## src/rtl/igm_pkg.sv

```systemverilog
// constants for the interrupt and general-input monitor block
// assumes a single 250 mhz system clock and an 8-bit internal register port
package igm_pkg;
  // register offsets
  localparam logic [7:0] IGM_ADDR_LEVELS = 8'h2f;
  localparam logic [7:0] IGM_ADDR_CFG = 8'h32;
  localparam logic [7:0] IGM_ADDR_MASK = 8'h33;
  localparam logic [7:0] IGM_ADDR_LATCH = 8'h36;
  // reset values
  localparam logic [7:0] IGM_MASK_RESET = 8'hff;
  localparam logic [7:0] IGM_ZERO_WORD = 8'h00;
  // field positions
  localparam int IGM_BIT_POL = 7;
  localparam int IGM_BIT_MODE_HI = 6;
  localparam int IGM_BIT_MODE_LO = 5;
  localparam int IGM_BIT_RDSEL = 2;
  localparam int IGM_BIT_CLKERR = 7;
  localparam int IGM_BIT_LOCK = 6;
  localparam int IGM_LEVEL_LSB = 4;
  // pin function code that makes a pin a general input
  localparam logic [2:0] IGM_FUNC_GPI = 3'h1;
  // event-mode field values
  localparam logic [1:0] IGM_MODE_LEVEL = 2'h0;
  localparam logic [1:0] IGM_MODE_RSVD = 2'h1;
  localparam logic [1:0] IGM_MODE_REPEAT = 2'h2;
  localparam logic [1:0] IGM_MODE_ONCE = 2'h3;
  // timing
  localparam int IGM_CLK_PERIOD_NS = 4;
  localparam int IGM_PULSE_TIME_US = 2000;
  localparam int IGM_PERIOD_TIME_US = 4000;
  localparam int IGM_PULSE_CYCLES = IGM_PULSE_TIME_US * 1000 / IGM_CLK_PERIOD_NS;
  localparam int IGM_PERIOD_CYCLES = IGM_PERIOD_TIME_US * 1000 / IGM_CLK_PERIOD_NS;
  localparam int IGM_CNT_W = 21;
endpackage : igm_pkg

```

## src/rtl/igm_sync.sv

```systemverilog
// two-flop synchroniser for a vector of independent levels
// assumes each bit is a slow level, not a bus that must stay coherent
module igm_sync #(
  parameter int W = 1
) (
  // clock and reset
  input wire logic ref_clk_i,
  input wire logic rst_n_i,
  // levels
  input wire logic [W-1:0] async_i,
  output logic [W-1:0] sync_o
);
  logic [W-1:0] meta;

  always_ff @(posedge ref_clk_i or negedge rst_n_i) begin
    if (!rst_n_i) begin
      meta <= '0;
      sync_o <= '0;
    end else begin
      meta <= async_i;
      sync_o <= meta;
    end
  end
endmodule // igm_sync

```

## src/rtl/igm_top.sv

```systemverilog
// interrupt latch, mask and output shaping, plus general-input monitor
// assumes the register port and pin function fields come from same-clock logic
// Summary of operation
// Monitor bits 7..4 show pins 1..4 while each is a general input, bits 3..0 read zero.
// The host selects general-input use by writing function value 1 for a pin.
// The interrupt pin is active low with polarity 0 and active high with polarity 1.
// Mode 0 holds the interrupt active while any unmasked latched event pends; mode 1 is unused.
// Mode 2 asserts about 2 ms out of every 4 ms while an unmasked latched event pends.
// Mode 3 asserts once for about 2 ms on each new unmasked event.
// Readback select 0 shows all latched events, 1 shows only the unmasked ones.
// Mask bit 7, reset to 1, keeps the clock-error event off the interrupt.
// Mask bit 6, reset to 1, keeps the lock event off the interrupt.
// Latch bit 7 sets on a serial-port clock error and clears itself.
// Latch bit 6 sets when the pll gains lock and clears itself.
// The host leaves the six low mask bits at their reset value.
// A latch read clears the shown bits after returning them, unless the event persists.
module igm_top
  import igm_pkg::*;
#(
  parameter int PULSE_CYC = igm_pkg::IGM_PULSE_CYCLES,
  parameter int PERIOD_CYC = igm_pkg::IGM_PERIOD_CYCLES
) (
  // clock and reset
  input wire logic ref_clk_i,
  input wire logic rst_n_i,
  // register port
  input wire logic [7:0] reg_addr_i,
  input wire logic reg_wr_i,
  input wire logic reg_rd_i,
  input wire logic [7:0] reg_wdata_i,
  output logic [7:0] reg_rdata_o,
  // pin function fields, same clock
  input wire logic [2:0] pin1_function_select_i,
  input wire logic [2:0] pin2_function_select_i,
  input wire logic [2:0] pin3_function_select_i,
  input wire logic [2:0] pin4_function_select_i,
  // general input pins, asynchronous
  input wire logic input1_level_i,
  input wire logic input2_level_i,
  input wire logic input3_level_i,
  input wire logic input4_level_i,
  // event sources, asynchronous levels
  input wire logic audio_serial_port_clk_error_i,
  input wire logic pll_locked_i,
  // interrupt pin
  output logic irq_active_low_o
);
  import igm_pkg::*;

  localparam logic [IGM_CNT_W-1:0] PULSE_C = IGM_CNT_W'(PULSE_CYC);
  localparam logic [IGM_CNT_W-1:0] PERIOD_LAST_C = IGM_CNT_W'(PERIOD_CYC - 1);
  localparam logic [IGM_CNT_W-1:0] CNT_ONE = IGM_CNT_W'(1);

  logic [5:0] sync_in;
  logic [5:0] sync_q;
  logic [3:0] gpi_s;
  logic clk_err_s;
  logic lock_s;
  logic clk_err_d;
  logic lock_d;
  logic irq_polarity;
  logic [1:0] event_mode;
  logic latch_readback_select;
  logic [7:0] event_mask_bits;
  logic [1:0] event_latch_bits;
  logic [IGM_CNT_W-1:0] tick;
  logic [IGM_CNT_W-1:0] next_tick;
  logic irq_active;

  assign sync_in = {audio_serial_port_clk_error_i, pll_locked_i,
                    input1_level_i, input2_level_i, input3_level_i, input4_level_i};

  igm_sync #(
    .W(6)
  ) u_sync (
    .ref_clk_i(ref_clk_i),
    .rst_n_i(rst_n_i),
    .async_i(sync_in),
    .sync_o(sync_q)
  );

  assign gpi_s = sync_q[3:0];
  assign lock_s = sync_q[4];
  assign clk_err_s = sync_q[5];

  // monitor: pin 1 lands in bit 7
  wire [3:0] level = {
    (pin1_function_select_i == IGM_FUNC_GPI) & gpi_s[3],
    (pin2_function_select_i == IGM_FUNC_GPI) & gpi_s[2],
    (pin3_function_select_i == IGM_FUNC_GPI) & gpi_s[1],
    (pin4_function_select_i == IGM_FUNC_GPI) & gpi_s[0]};
  wire [7:0] level_word = 8'(level) << IGM_LEVEL_LSB;

  // events: index 1 clock error, index 0 lock
  wire lock_rise = lock_s & ~lock_d;
  wire clk_err_rise = clk_err_s & ~clk_err_d;
  wire [1:0] ev_set = {clk_err_s, lock_rise};
  wire [1:0] ev_occur = {clk_err_rise, lock_rise};
  wire [1:0] ev_mask = {event_mask_bits[IGM_BIT_CLKERR], event_mask_bits[IGM_BIT_LOCK]};
  wire [1:0] unmasked = event_latch_bits & ~ev_mask;
  wire pending = |unmasked;
  wire new_occ = |(ev_occur & ~ev_mask);
  wire [1:0] visible = latch_readback_select ? unmasked : event_latch_bits;
  wire [7:0] latch_word = 8'(visible) << IGM_BIT_LOCK;
  wire [7:0] cfg_word = (8'(irq_polarity) << IGM_BIT_POL) |
                        (8'(event_mode) << IGM_BIT_MODE_LO) |
                        (8'(latch_readback_select) << IGM_BIT_RDSEL);

  // register decode
  wire sel_levels = reg_addr_i == IGM_ADDR_LEVELS;
  wire sel_cfg = reg_addr_i == IGM_ADDR_CFG;
  wire sel_mask = reg_addr_i == IGM_ADDR_MASK;
  wire sel_latch = reg_addr_i == IGM_ADDR_LATCH;
  wire wr_cfg = reg_wr_i & sel_cfg;
  wire wr_mask = reg_wr_i & sel_mask;
  wire rd_latch = reg_rd_i & sel_latch;
  wire [7:0] rd_value = sel_levels ? level_word :
                        sel_cfg ? cfg_word :
                        sel_mask ? event_mask_bits :
                        sel_latch ? latch_word : IGM_ZERO_WORD;
  // set wins over the read clear; hidden masked bits survive a read
  wire [1:0] clear_bits = rd_latch ? visible : 2'h0;
  wire [1:0] next_latch = (event_latch_bits & ~clear_bits) | ev_set;

  always_ff @(posedge ref_clk_i or negedge rst_n_i) begin
    if (!rst_n_i) begin
      irq_polarity <= 1'b0;
      event_mode <= IGM_MODE_LEVEL;
      latch_readback_select <= 1'b0;
    end else if (wr_cfg) begin
      irq_polarity <= reg_wdata_i[IGM_BIT_POL];
      event_mode <= reg_wdata_i[IGM_BIT_MODE_HI:IGM_BIT_MODE_LO];
      latch_readback_select <= reg_wdata_i[IGM_BIT_RDSEL];
    end
  end

  // reserved low bits are kept writable as stored bits
  always_ff @(posedge ref_clk_i or negedge rst_n_i) begin
    if (!rst_n_i) begin
      event_mask_bits <= IGM_MASK_RESET;
    end else if (wr_mask) begin
      event_mask_bits <= reg_wdata_i;
    end
  end

  always_ff @(posedge ref_clk_i or negedge rst_n_i) begin
    if (!rst_n_i) begin
      event_latch_bits <= 2'h0;
      clk_err_d <= 1'b0;
      lock_d <= 1'b0;
    end else begin
      event_latch_bits <= next_latch;
      clk_err_d <= clk_err_s;
      lock_d <= lock_s;
    end
  end

  // read data is taken before the clear lands
  always_ff @(posedge ref_clk_i or negedge rst_n_i) begin
    if (!rst_n_i) begin
      reg_rdata_o <= IGM_ZERO_WORD;
    end else if (reg_rd_i) begin
      reg_rdata_o <= rd_value;
    end
  end

  // one counter serves both timed modes; a change between them carries the count over while an event pends; modes 0 and 1, and mode 2 with nothing pending, clear it
  always_comb begin
    next_tick = '0;
    case (event_mode)
      IGM_MODE_REPEAT: begin
        if (pending && tick != PERIOD_LAST_C) begin
          next_tick = tick + CNT_ONE;
        end
      end
      IGM_MODE_ONCE: begin
        if (new_occ) begin
          next_tick = PULSE_C;
        end else if (tick != '0) begin
          next_tick = tick - CNT_ONE;
        end
      end
      default: next_tick = '0;
    endcase
  end

  always_comb begin
    irq_active = 1'b0;
    case (event_mode)
      IGM_MODE_LEVEL: irq_active = pending;
      IGM_MODE_REPEAT: irq_active = pending && (tick < PULSE_C);
      IGM_MODE_ONCE: irq_active = tick != '0;
      default: irq_active = 1'b0;
    endcase
  end

  always_ff @(posedge ref_clk_i or negedge rst_n_i) begin
    if (!rst_n_i) begin
      tick <= '0;
      irq_active_low_o <= 1'b1;
    end else begin
      tick <= next_tick;
      irq_active_low_o <= irq_polarity ? irq_active : ~irq_active;
    end
  end
endmodule // igm_top

```

## config.mk

```make
export PLATFORM = sky130hd
export DESIGN_NAME = igm_top
export DESIGN_NICKNAME = d
export VERILOG_FILES = /design/src/rtl/igm_pkg.sv /design/src/rtl/igm_sync.sv /design/src/rtl/igm_top.sv
export SDC_FILE = /design/constraint.sdc
export NUM_CORES = 1
export LEC_CHECK = 0
export BUFFER_PORTS_ARGS = -buffer_cell sky130_fd_sc_hd__buf_4
export CORE_UTILIZATION = 45
export DETAILED_ROUTE_END_ITERATION = 16
export GPL_TIMING_DRIVEN = 0
export PLACE_DENSITY = 0.72
export SLEW_MARGIN = 20
export SYNTH_ARGS = -nofsm -noshare
export SYNTH_HDL_FRONTEND = slang
export SYNTH_SLANG_ARGS = --single-unit
```

## constraint.sdc

```tcl
create_clock -name ref_clk_i -period 3.6 [get_ports ref_clk_i]
set_input_delay 0.54 -clock ref_clk_i [delete_from_list [all_inputs] [get_ports ref_clk_i]]
set_output_delay 0.54 -clock ref_clk_i [all_outputs]
set_load 0.1 [all_outputs]
```

==> results of run 1 <==
area by class of cell:
cell class | instances | area [um2]
Fill cell | 640 | 2974
Multi-Input combinational cell | 240 | 1653
Tap cell | 96 | 120.1
Clock buffer | 11 | 141.4
Clock inverter | 5 | 78.83
Buffer | 27 | 116.4
Inverter | 20 | 75.07
Timing Repair Buffer | 43 | 322.8
Sequential cell | 58 | 1463
power by group through the flow:
stage                     registers, mW  logic, mW  clock network [mW]
after floorplan                   0.728     0.0976                   0
after global routing              0.692      0.219               0.717
final                             0.690      0.200               0.676
after CTS                         0.691      0.200               0.691
after detailed placement          0.702      0.200                   0
after global placement            0.701      0.198                   0
path summary, 6_finish.rpt:
| check | start | to | cells past startpoint |
|---|---|---|---|
| worst max-delay path | tick[8]$_DFF_PN0_ | tick[5]$_DFF_PN0_ | 7 |
| worst min-delay path | rst_n_i | tick[11]$_DFF_PN0_ | 1 |
| worst max register to register | tick[8]$_DFF_PN0_ | tick[5]$_DFF_PN0_ | 7 |
| worst min register to register | u_sync.meta[4]$_DFF_PN0_ | u_sync.sync_o[4]$_DFF_PN0_ | 0 |
| max in group asynchronous | rst_n_i | event_latch_bits[0]$_DFF_PN0_ | 1 |
| min in group ref_clk_i | input1_level_i | u_sync.meta[3]$_DFF_PN0_ | 1 |
metal layers:
metal | GRT usage | vias to the layer above
li1 | - | 1428
met1 | 0.3175 | 1485
met2 | 0.3347 | 114
met3 | 0.03959 | 14
met4 | 0.09687 | 0
met5 | 0 | -
critical path: stages (launching register included):
cell	delay, ns
dfrtp_1	0.36
clkbuf_1	0.22
or3_1	0.49
nor4_1	0.45
a21oi_1	0.33
clkbuf_1	0.35
a221oi_1	0.34
o21ai_0	0.15
state kept, by name (all words and copies together), names as in the netlist:
| register | cells |
|---|---|
| u_sync.sync_o | 6 |
| irq_active_low_o | 1 |
| latch_readback_select | 1 |
| clk_err_d | 1 |
| event_mode | 2 |
| reg_rdata_o | 8 |
| u_sync.meta | 6 |
| event_mask_bits | 8 |
| irq_polarity | 1 |
| event_latch_bits | 2 |
| tick | 21 |
| lock_d | 1 |
Yosys cell counts, types with 2 or more instances:
master,n
a21o_1,4
a21oi_1,7
a221oi_1,7
a22oi_1,3
a2bb2oi_1,5
a31oi_1,7
a32oi_1,15
a41oi_1,2
and2_1,2
and3_1,5
buf_1,3
buf_2,3
clkbuf_1,19
dfrtp_1,49
dfstp_2,9
ha_1,3
inv_1,20
mux2_2,13
mux2i_1,8
nand2_1,26
nand2b_1,3
nand3_1,12
nand4_1,4
nand4b_1,3
nor2_1,20
nor2b_1,8
nor3_1,9
nor4_1,13
nor4bb_1,4
o21ai_0,8
o21ai_1,3
o221a_2,5
o22ai_1,3
o31ai_1,2
or2_2,4
or3_1,5
or4_1,8
or4_4,2
kinds of logic (layout without fill, tap and decap cells):
family	count (synthesis)	after routing
multiplexers	21	21
flip-flops	58	58
AND/OR/NAND/NOR	131	131
buffers and inverters	47	106
AO/OA/AOI/OAI	83	83
adder cells (fa/ha/maj)	3	3
XOR/XNOR	2	2
==> flow_summary.json, run 1 <==
{
  "status": "finished clean",
  "ys_types": 57,
  "p_leak_nw": 1.724,
  "dp_cells": 484,
  "track_usage": 0.2235,
  "dr.first_iter.drc_count": 253,
  "num_antenna_cells": 0,
  "post-cts-setup-buffers": 0,
  "final_util": 0.5717,
  "swShare": 0.2562,
  "postRouteAntennaNets": 0,
  "wl_met1_mm": 3.624,
  "finalHoldViolCount": 0,
  "synth_fa_ha_area_frac": 0.01135,
  "arrival_ns": 3.03,
  "top_layer_used": "met4",
  "die_w_um": 87.73,
  "fin_nets": 440,
  "synthMuxAreaShare": 0.06848,
  "synth_edf_count": 0,
  "ctsHoldBuffers": 0,
  "synthArstFlopShare": 1.000,
  "internal_power_mw": 1.165,
  "dp_hpwl_mm": 5.746,
  "syn_area_um2": 3307,
  "drive_gt1_frac": 0.2401,
  "setup-violations-final": 0,
  "clock_power_share": 0.431,
  "min_path_type": "input port to asynchronous set/reset pin",
  "finalInstanceArea_um2": 3970,
  "core-area_um2": 6944,
  "die_h_um": 87.73,
  "ys_seq_elements": 58,
  "mostFrequentLayoutCells": "49 x dfrtp_1, 44 x buf_4, 26 x nand2_1",
  "ys.flop_type": "dfrtp_1",
  "rows": 30,
  "grt_pass1_vias": 2727,
  "grt_setup_unrepaired": "false",
  "synth_area_leader_cell": "dfrtp_1",
  "dp_slack_ns": 0.8393,
  "power.net_switching_uw": 401.2,
  "critPathKind": "register to register",
  "slew_headroom": 0.4987,
  "antenna_found_initial": 0,
  "start_util": 0.4762,
  "cts_resized": 0,
  "tns_ns": 0,
  "timing.final.crit_period_ns": 2.843,
  "period_share": 0.7896,
  "avgRoutedWirePerCell_um": 16.27,
  "gp_congestion": 0.8799,
  "dieArea_um2": 7696,
  "grt_pass1_wl_mm": 13.15,
  "power_frac_comb": 0.128,
  "cts_tree": "yes",
  "htree_levels": 3,
  "cts_buffers": 9,
  "finalPower_mw": 1.566,
  "synth-compound-area-share": 0.1933,
  "synthesis.nets": 386,
  "clk_latency_ns": 0.34,
  "yosysWarnings": 0,
  "finClkSkew_ns": 0.006548,
  "postPlaceCellArea_um2": 3750,
  "p_per_area_nw_per_um2": 394.4,
  "viasPerCell": 6.082,
  "cts-root-buf": "clkbuf_8",
  "syn_to_final_growth_pct": 20.05,
  "final_cell_count_no_fill": 500,
  "synth_top_area_share": 0.3708,
  "startpoint_type": "register",
  "synth.top_cells.by_area": "dfrtp_1 37%, dfstp_2 7.2%, mux2_2 4.4%",
  "dr.pass1.iters": 5,
  "syn_inst": 345,
  "grt_max_degree": 59,
  "vias": 3041,
  "synth-simple-area-share": 0.2213,
  "fmax_mhz": 351.8,
  "wl_met2_mm": 3.901,
  "required_ns": 3.79,
  "fin_ws_ns": 0.7575,
  "report.final.slew_viol_count": 0,
  "overflow": 0,
  "clockBufferDepth": 2,
  "worst_pin_slew_ns": 0.7450,
  "clkTransAtPathRegs_ns": 0.07,
  "final_common_cell": "dfrtp_1",
  "cp_max_fo": 10,
  "synth_top_family_by_area": "simple AND/OR/NAND/NOR gates",
  "routed_wl_mm": 8.137,
  "whs_ns": 0.2286,
  "ios": 47,
  "remaining_drc_errors": 0,
  "max_cap_viol_count": 0,
  "clkSinkCount": 58,
  "ir_worst_vdd_uv": 200.3,
  "ys_seq_area_frac": 0.4423,
  "reg2reg_setup_slack_ns": 0.76,
  "pwr-share-seq": 0.441,
  "numPortBuffers": 43,
  "synth.avg_cell_area_um2": 9.585,
  "wl_met3_um": 474,
  "endpoint_kind": "register",
  "synth_xor_area_frac": 0.005297
}
No activity file was read; power rests on OpenSTA's default activity.
==> inputs of run 2 (changes only) <==
--- a/config.mk
+++ b/config.mk
@@ -9,7 +9,7 @@
 export CORE_UTILIZATION = 45
 export DETAILED_ROUTE_END_ITERATION = 16
 export GPL_TIMING_DRIVEN = 0
-export PLACE_DENSITY = 0.72
+export PLACE_DENSITY = 0.75
 export SLEW_MARGIN = 20
 export SYNTH_ARGS = -nofsm -noshare
 export SYNTH_HDL_FRONTEND = slang
==> constraint.sdc (replaced) <==
create_clock -name ref_clk_i -period 2.6 [get_ports ref_clk_i]
set_input_delay 0.39 -clock ref_clk_i [delete_from_list [all_inputs] [get_ports ref_clk_i]]
set_output_delay 0.39 -clock ref_clk_i [all_outputs]
set_load 0.1 [all_outputs]
==> run 2 against run 1 <==
Power up 45%. Critical path depth did not move. Die area unchanged. Worst setup slack worse by 0.72 ns. Flip-flop and latch count did not move. Via count grew 1.3%. Global-route usage increased by 0.64 points. Design area grew 3.8%. Sequential power increased by 39%. Highest routed layer unchanged.
==> flow_summary.json, run 2 (same netlist as run 1, synthesis figures left out) <==
{
  "viasPerCell": 6.164,
  "period_share": 0.9865,
  "timing.final.crit_period_ns": 2.565,
  "r2r_start": "tick[3]$_DFF_PN0_",
  "max_cap_viol_count": 0,
  "dieArea_um2": 7696,
  "die_w_um": 87.73,
  "remaining_drc_errors": 0,
  "multiInputGateArea_um2": 1750,
  "clockBufferDepth": 2,
  "p_per_area_nw_per_um2": 549.9,
  "gp_congestion": 0.8755,
  "numPortBuffers": 43,
  "pwr-share-seq": 0.424,
  "crit_start": "tick[3]$_DFF_PN0_",
  "syn_to_final_growth_pct": 24.63,
  "fin_ws_ns": 0.03511,
  "final_common_cell": "dfrtp_1",
  "arrival_ns": 2.77,
  "fill_cells": 596,
  "regArea_um2": 1463,
  "die_h_um": 87.73,
  "p_leak_nw": 1.770,
  "clock_power_share": 0.444,
  "rows": 30,
  "dp_hpwl_mm": 5.800,
  "required_ns": 2.81,
  "r2r-end": "tick[15]$_DFF_PN0_",
  "fin_nets": 440,
  "start_util": 0.4762,
  "r2r_cells": 7,
  "cp_max_fo": 10,
  "largest_register_ffs": 21,
  "startpoint_type": "register",
  "power_frac_comb": 0.133,
  "clk_latency_ns": 0.34,
  "mostFrequentLayoutCells": "49 x dfrtp_1, 46 x buf_4, 26 x nand2_1",
  "setup-violations-final": 0,
  "swShare": 0.2451,
  "cts_buffers": 9,
  "routed_wl_mm": 8.583,
  "ir_worst_vdd_uv": 358.3,
  "finalPower_mw": 2.266,
  "dr.first_iter.drc_count": 293,
  "slew_headroom": 0.5211,
  "min_path_type": "input port to asynchronous set/reset pin",
  "critPathKind": "register to register",
  "reg2reg_setup_slack_ns": 0.04,
  "cts_tree": "yes",
  "ios": 47,
  "htree_levels": 3,
  "dr.pass1.iters": 6,
  "core-area_um2": 6944,
  "avgRoutedWirePerCell_um": 17.17,
  "status": "finished clean",
  "vias": 3082,
  "tns_ns": 0,
  "fmax_mhz": 389.9,
  "cts-root-buf": "clkbuf_8",
  "report.final.slew_viol_count": 0,
  "postRouteAntennaNets": 0,
  "grt_max_degree": 59,
  "antenna_found_initial": 0,
  "finalHoldViolCount": 0,
  "grt_pass1_wl_mm": 13.48,
  "endpoint_kind": "register",
  "worst_pin_slew_ns": 0.7152,
  "overflow": 0,
  "grt_pass1_vias": 2884,
  "ctsHoldBuffers": 0,
  "clkSinkCount": 58,
  "clkTransAtPathRegs_ns": 0.07,
  "drive_gt1_frac": 0.3020,
  "num_antenna_cells": 0,
  "largestRegisters": "tick: 21 flops, event_mask_bits: 8 flops, reg_rdata_o: 8 flops",
  "whs_ns": 0.1012,
  "dp_slack_ns": -0.1457,
  "power.net_switching_uw": 555.5,
  "internal_power_mw": 1.711,
  "regMostFlops": "tick",
  "finClkSkew_ns": 0.008993,
  "track_usage": 0.2299
}
[run 2: layout make-up]
class,instances,area share
multi-input cells,240,0.4247
repair buffers,46,0.08379
flip-flops and latches,58,0.3549
inverters,20,0.01821
clock buffers,13,0.04341
clock inverters,3,0.01670
plain buffers,24,0.02914
well taps,96,0.02914
[run 2: repair_timing]
item / CTS / global route
pin swaps: 0 / 4
setup buffers: 0 / 3
setup endpoints to repair: 11 / 21
gates resized for setup: 6 / 23
[run 2: critical path, cell delays in order (launching register included)]
cell      delay (ns)
dfrtp_1         0.38
buf_6           0.14
or4_4           0.57
or4_4           0.43
buf_6           0.14
or4_4           0.43
a221oi_2        0.27
o21ai_1         0.08
[run 2: how the worst max path moves through the flow]
stage                                    end  slack (ns)
after CTS                 tick[15]$_DFF_PN0_      -0.004
after global routing      tick[15]$_DFF_PN0_       -0.05
final                     tick[15]$_DFF_PN0_        0.04
after detailed placement   tick[5]$_DFF_PN0_       -0.15
after floorplan           tick[15]$_DFF_PN0_        0.12
after global placement     tick[5]$_DFF_PN0_       -0.11
[run 2: per-layer routing]
metal,vias to the layer above,GRT usage,wire length (um)
li1,1414,-,-
met1,1485,0.3019,3466
met2,165,0.3573,4255
met3,18,0.04430,704
met4,0,0.1282,156
met5,-,0,0
[run 2: power groups by stage]
| stage | clock network (mW) | registers (mW) | logic [mW] |
|---|---|---|---|
| 2_1_floorplan | 0 | 1.01 | 0.135 |
| 3_3_place_gp | 0 | 0.971 | 0.273 |
| 4_1_cts | 1.02 | 0.958 | 0.279 |
| 5_1_grt | 1.06 | 0.963 | 0.322 |
| 6_report | 1.01 | 0.960 | 0.301 |
| 3_5_place_dp | 0 | 0.973 | 0.277 |
[run 2: per-stage QoR]
step	instance area, um2	util	cells
after floorplan	3307	-	345
after global placement	3750	0.5400	484
after detailed placement	3750	0.5400	484
after CTS	4014	0.5780	499
after global routing	4121	0.5935	500
final	4121	0.5935	500
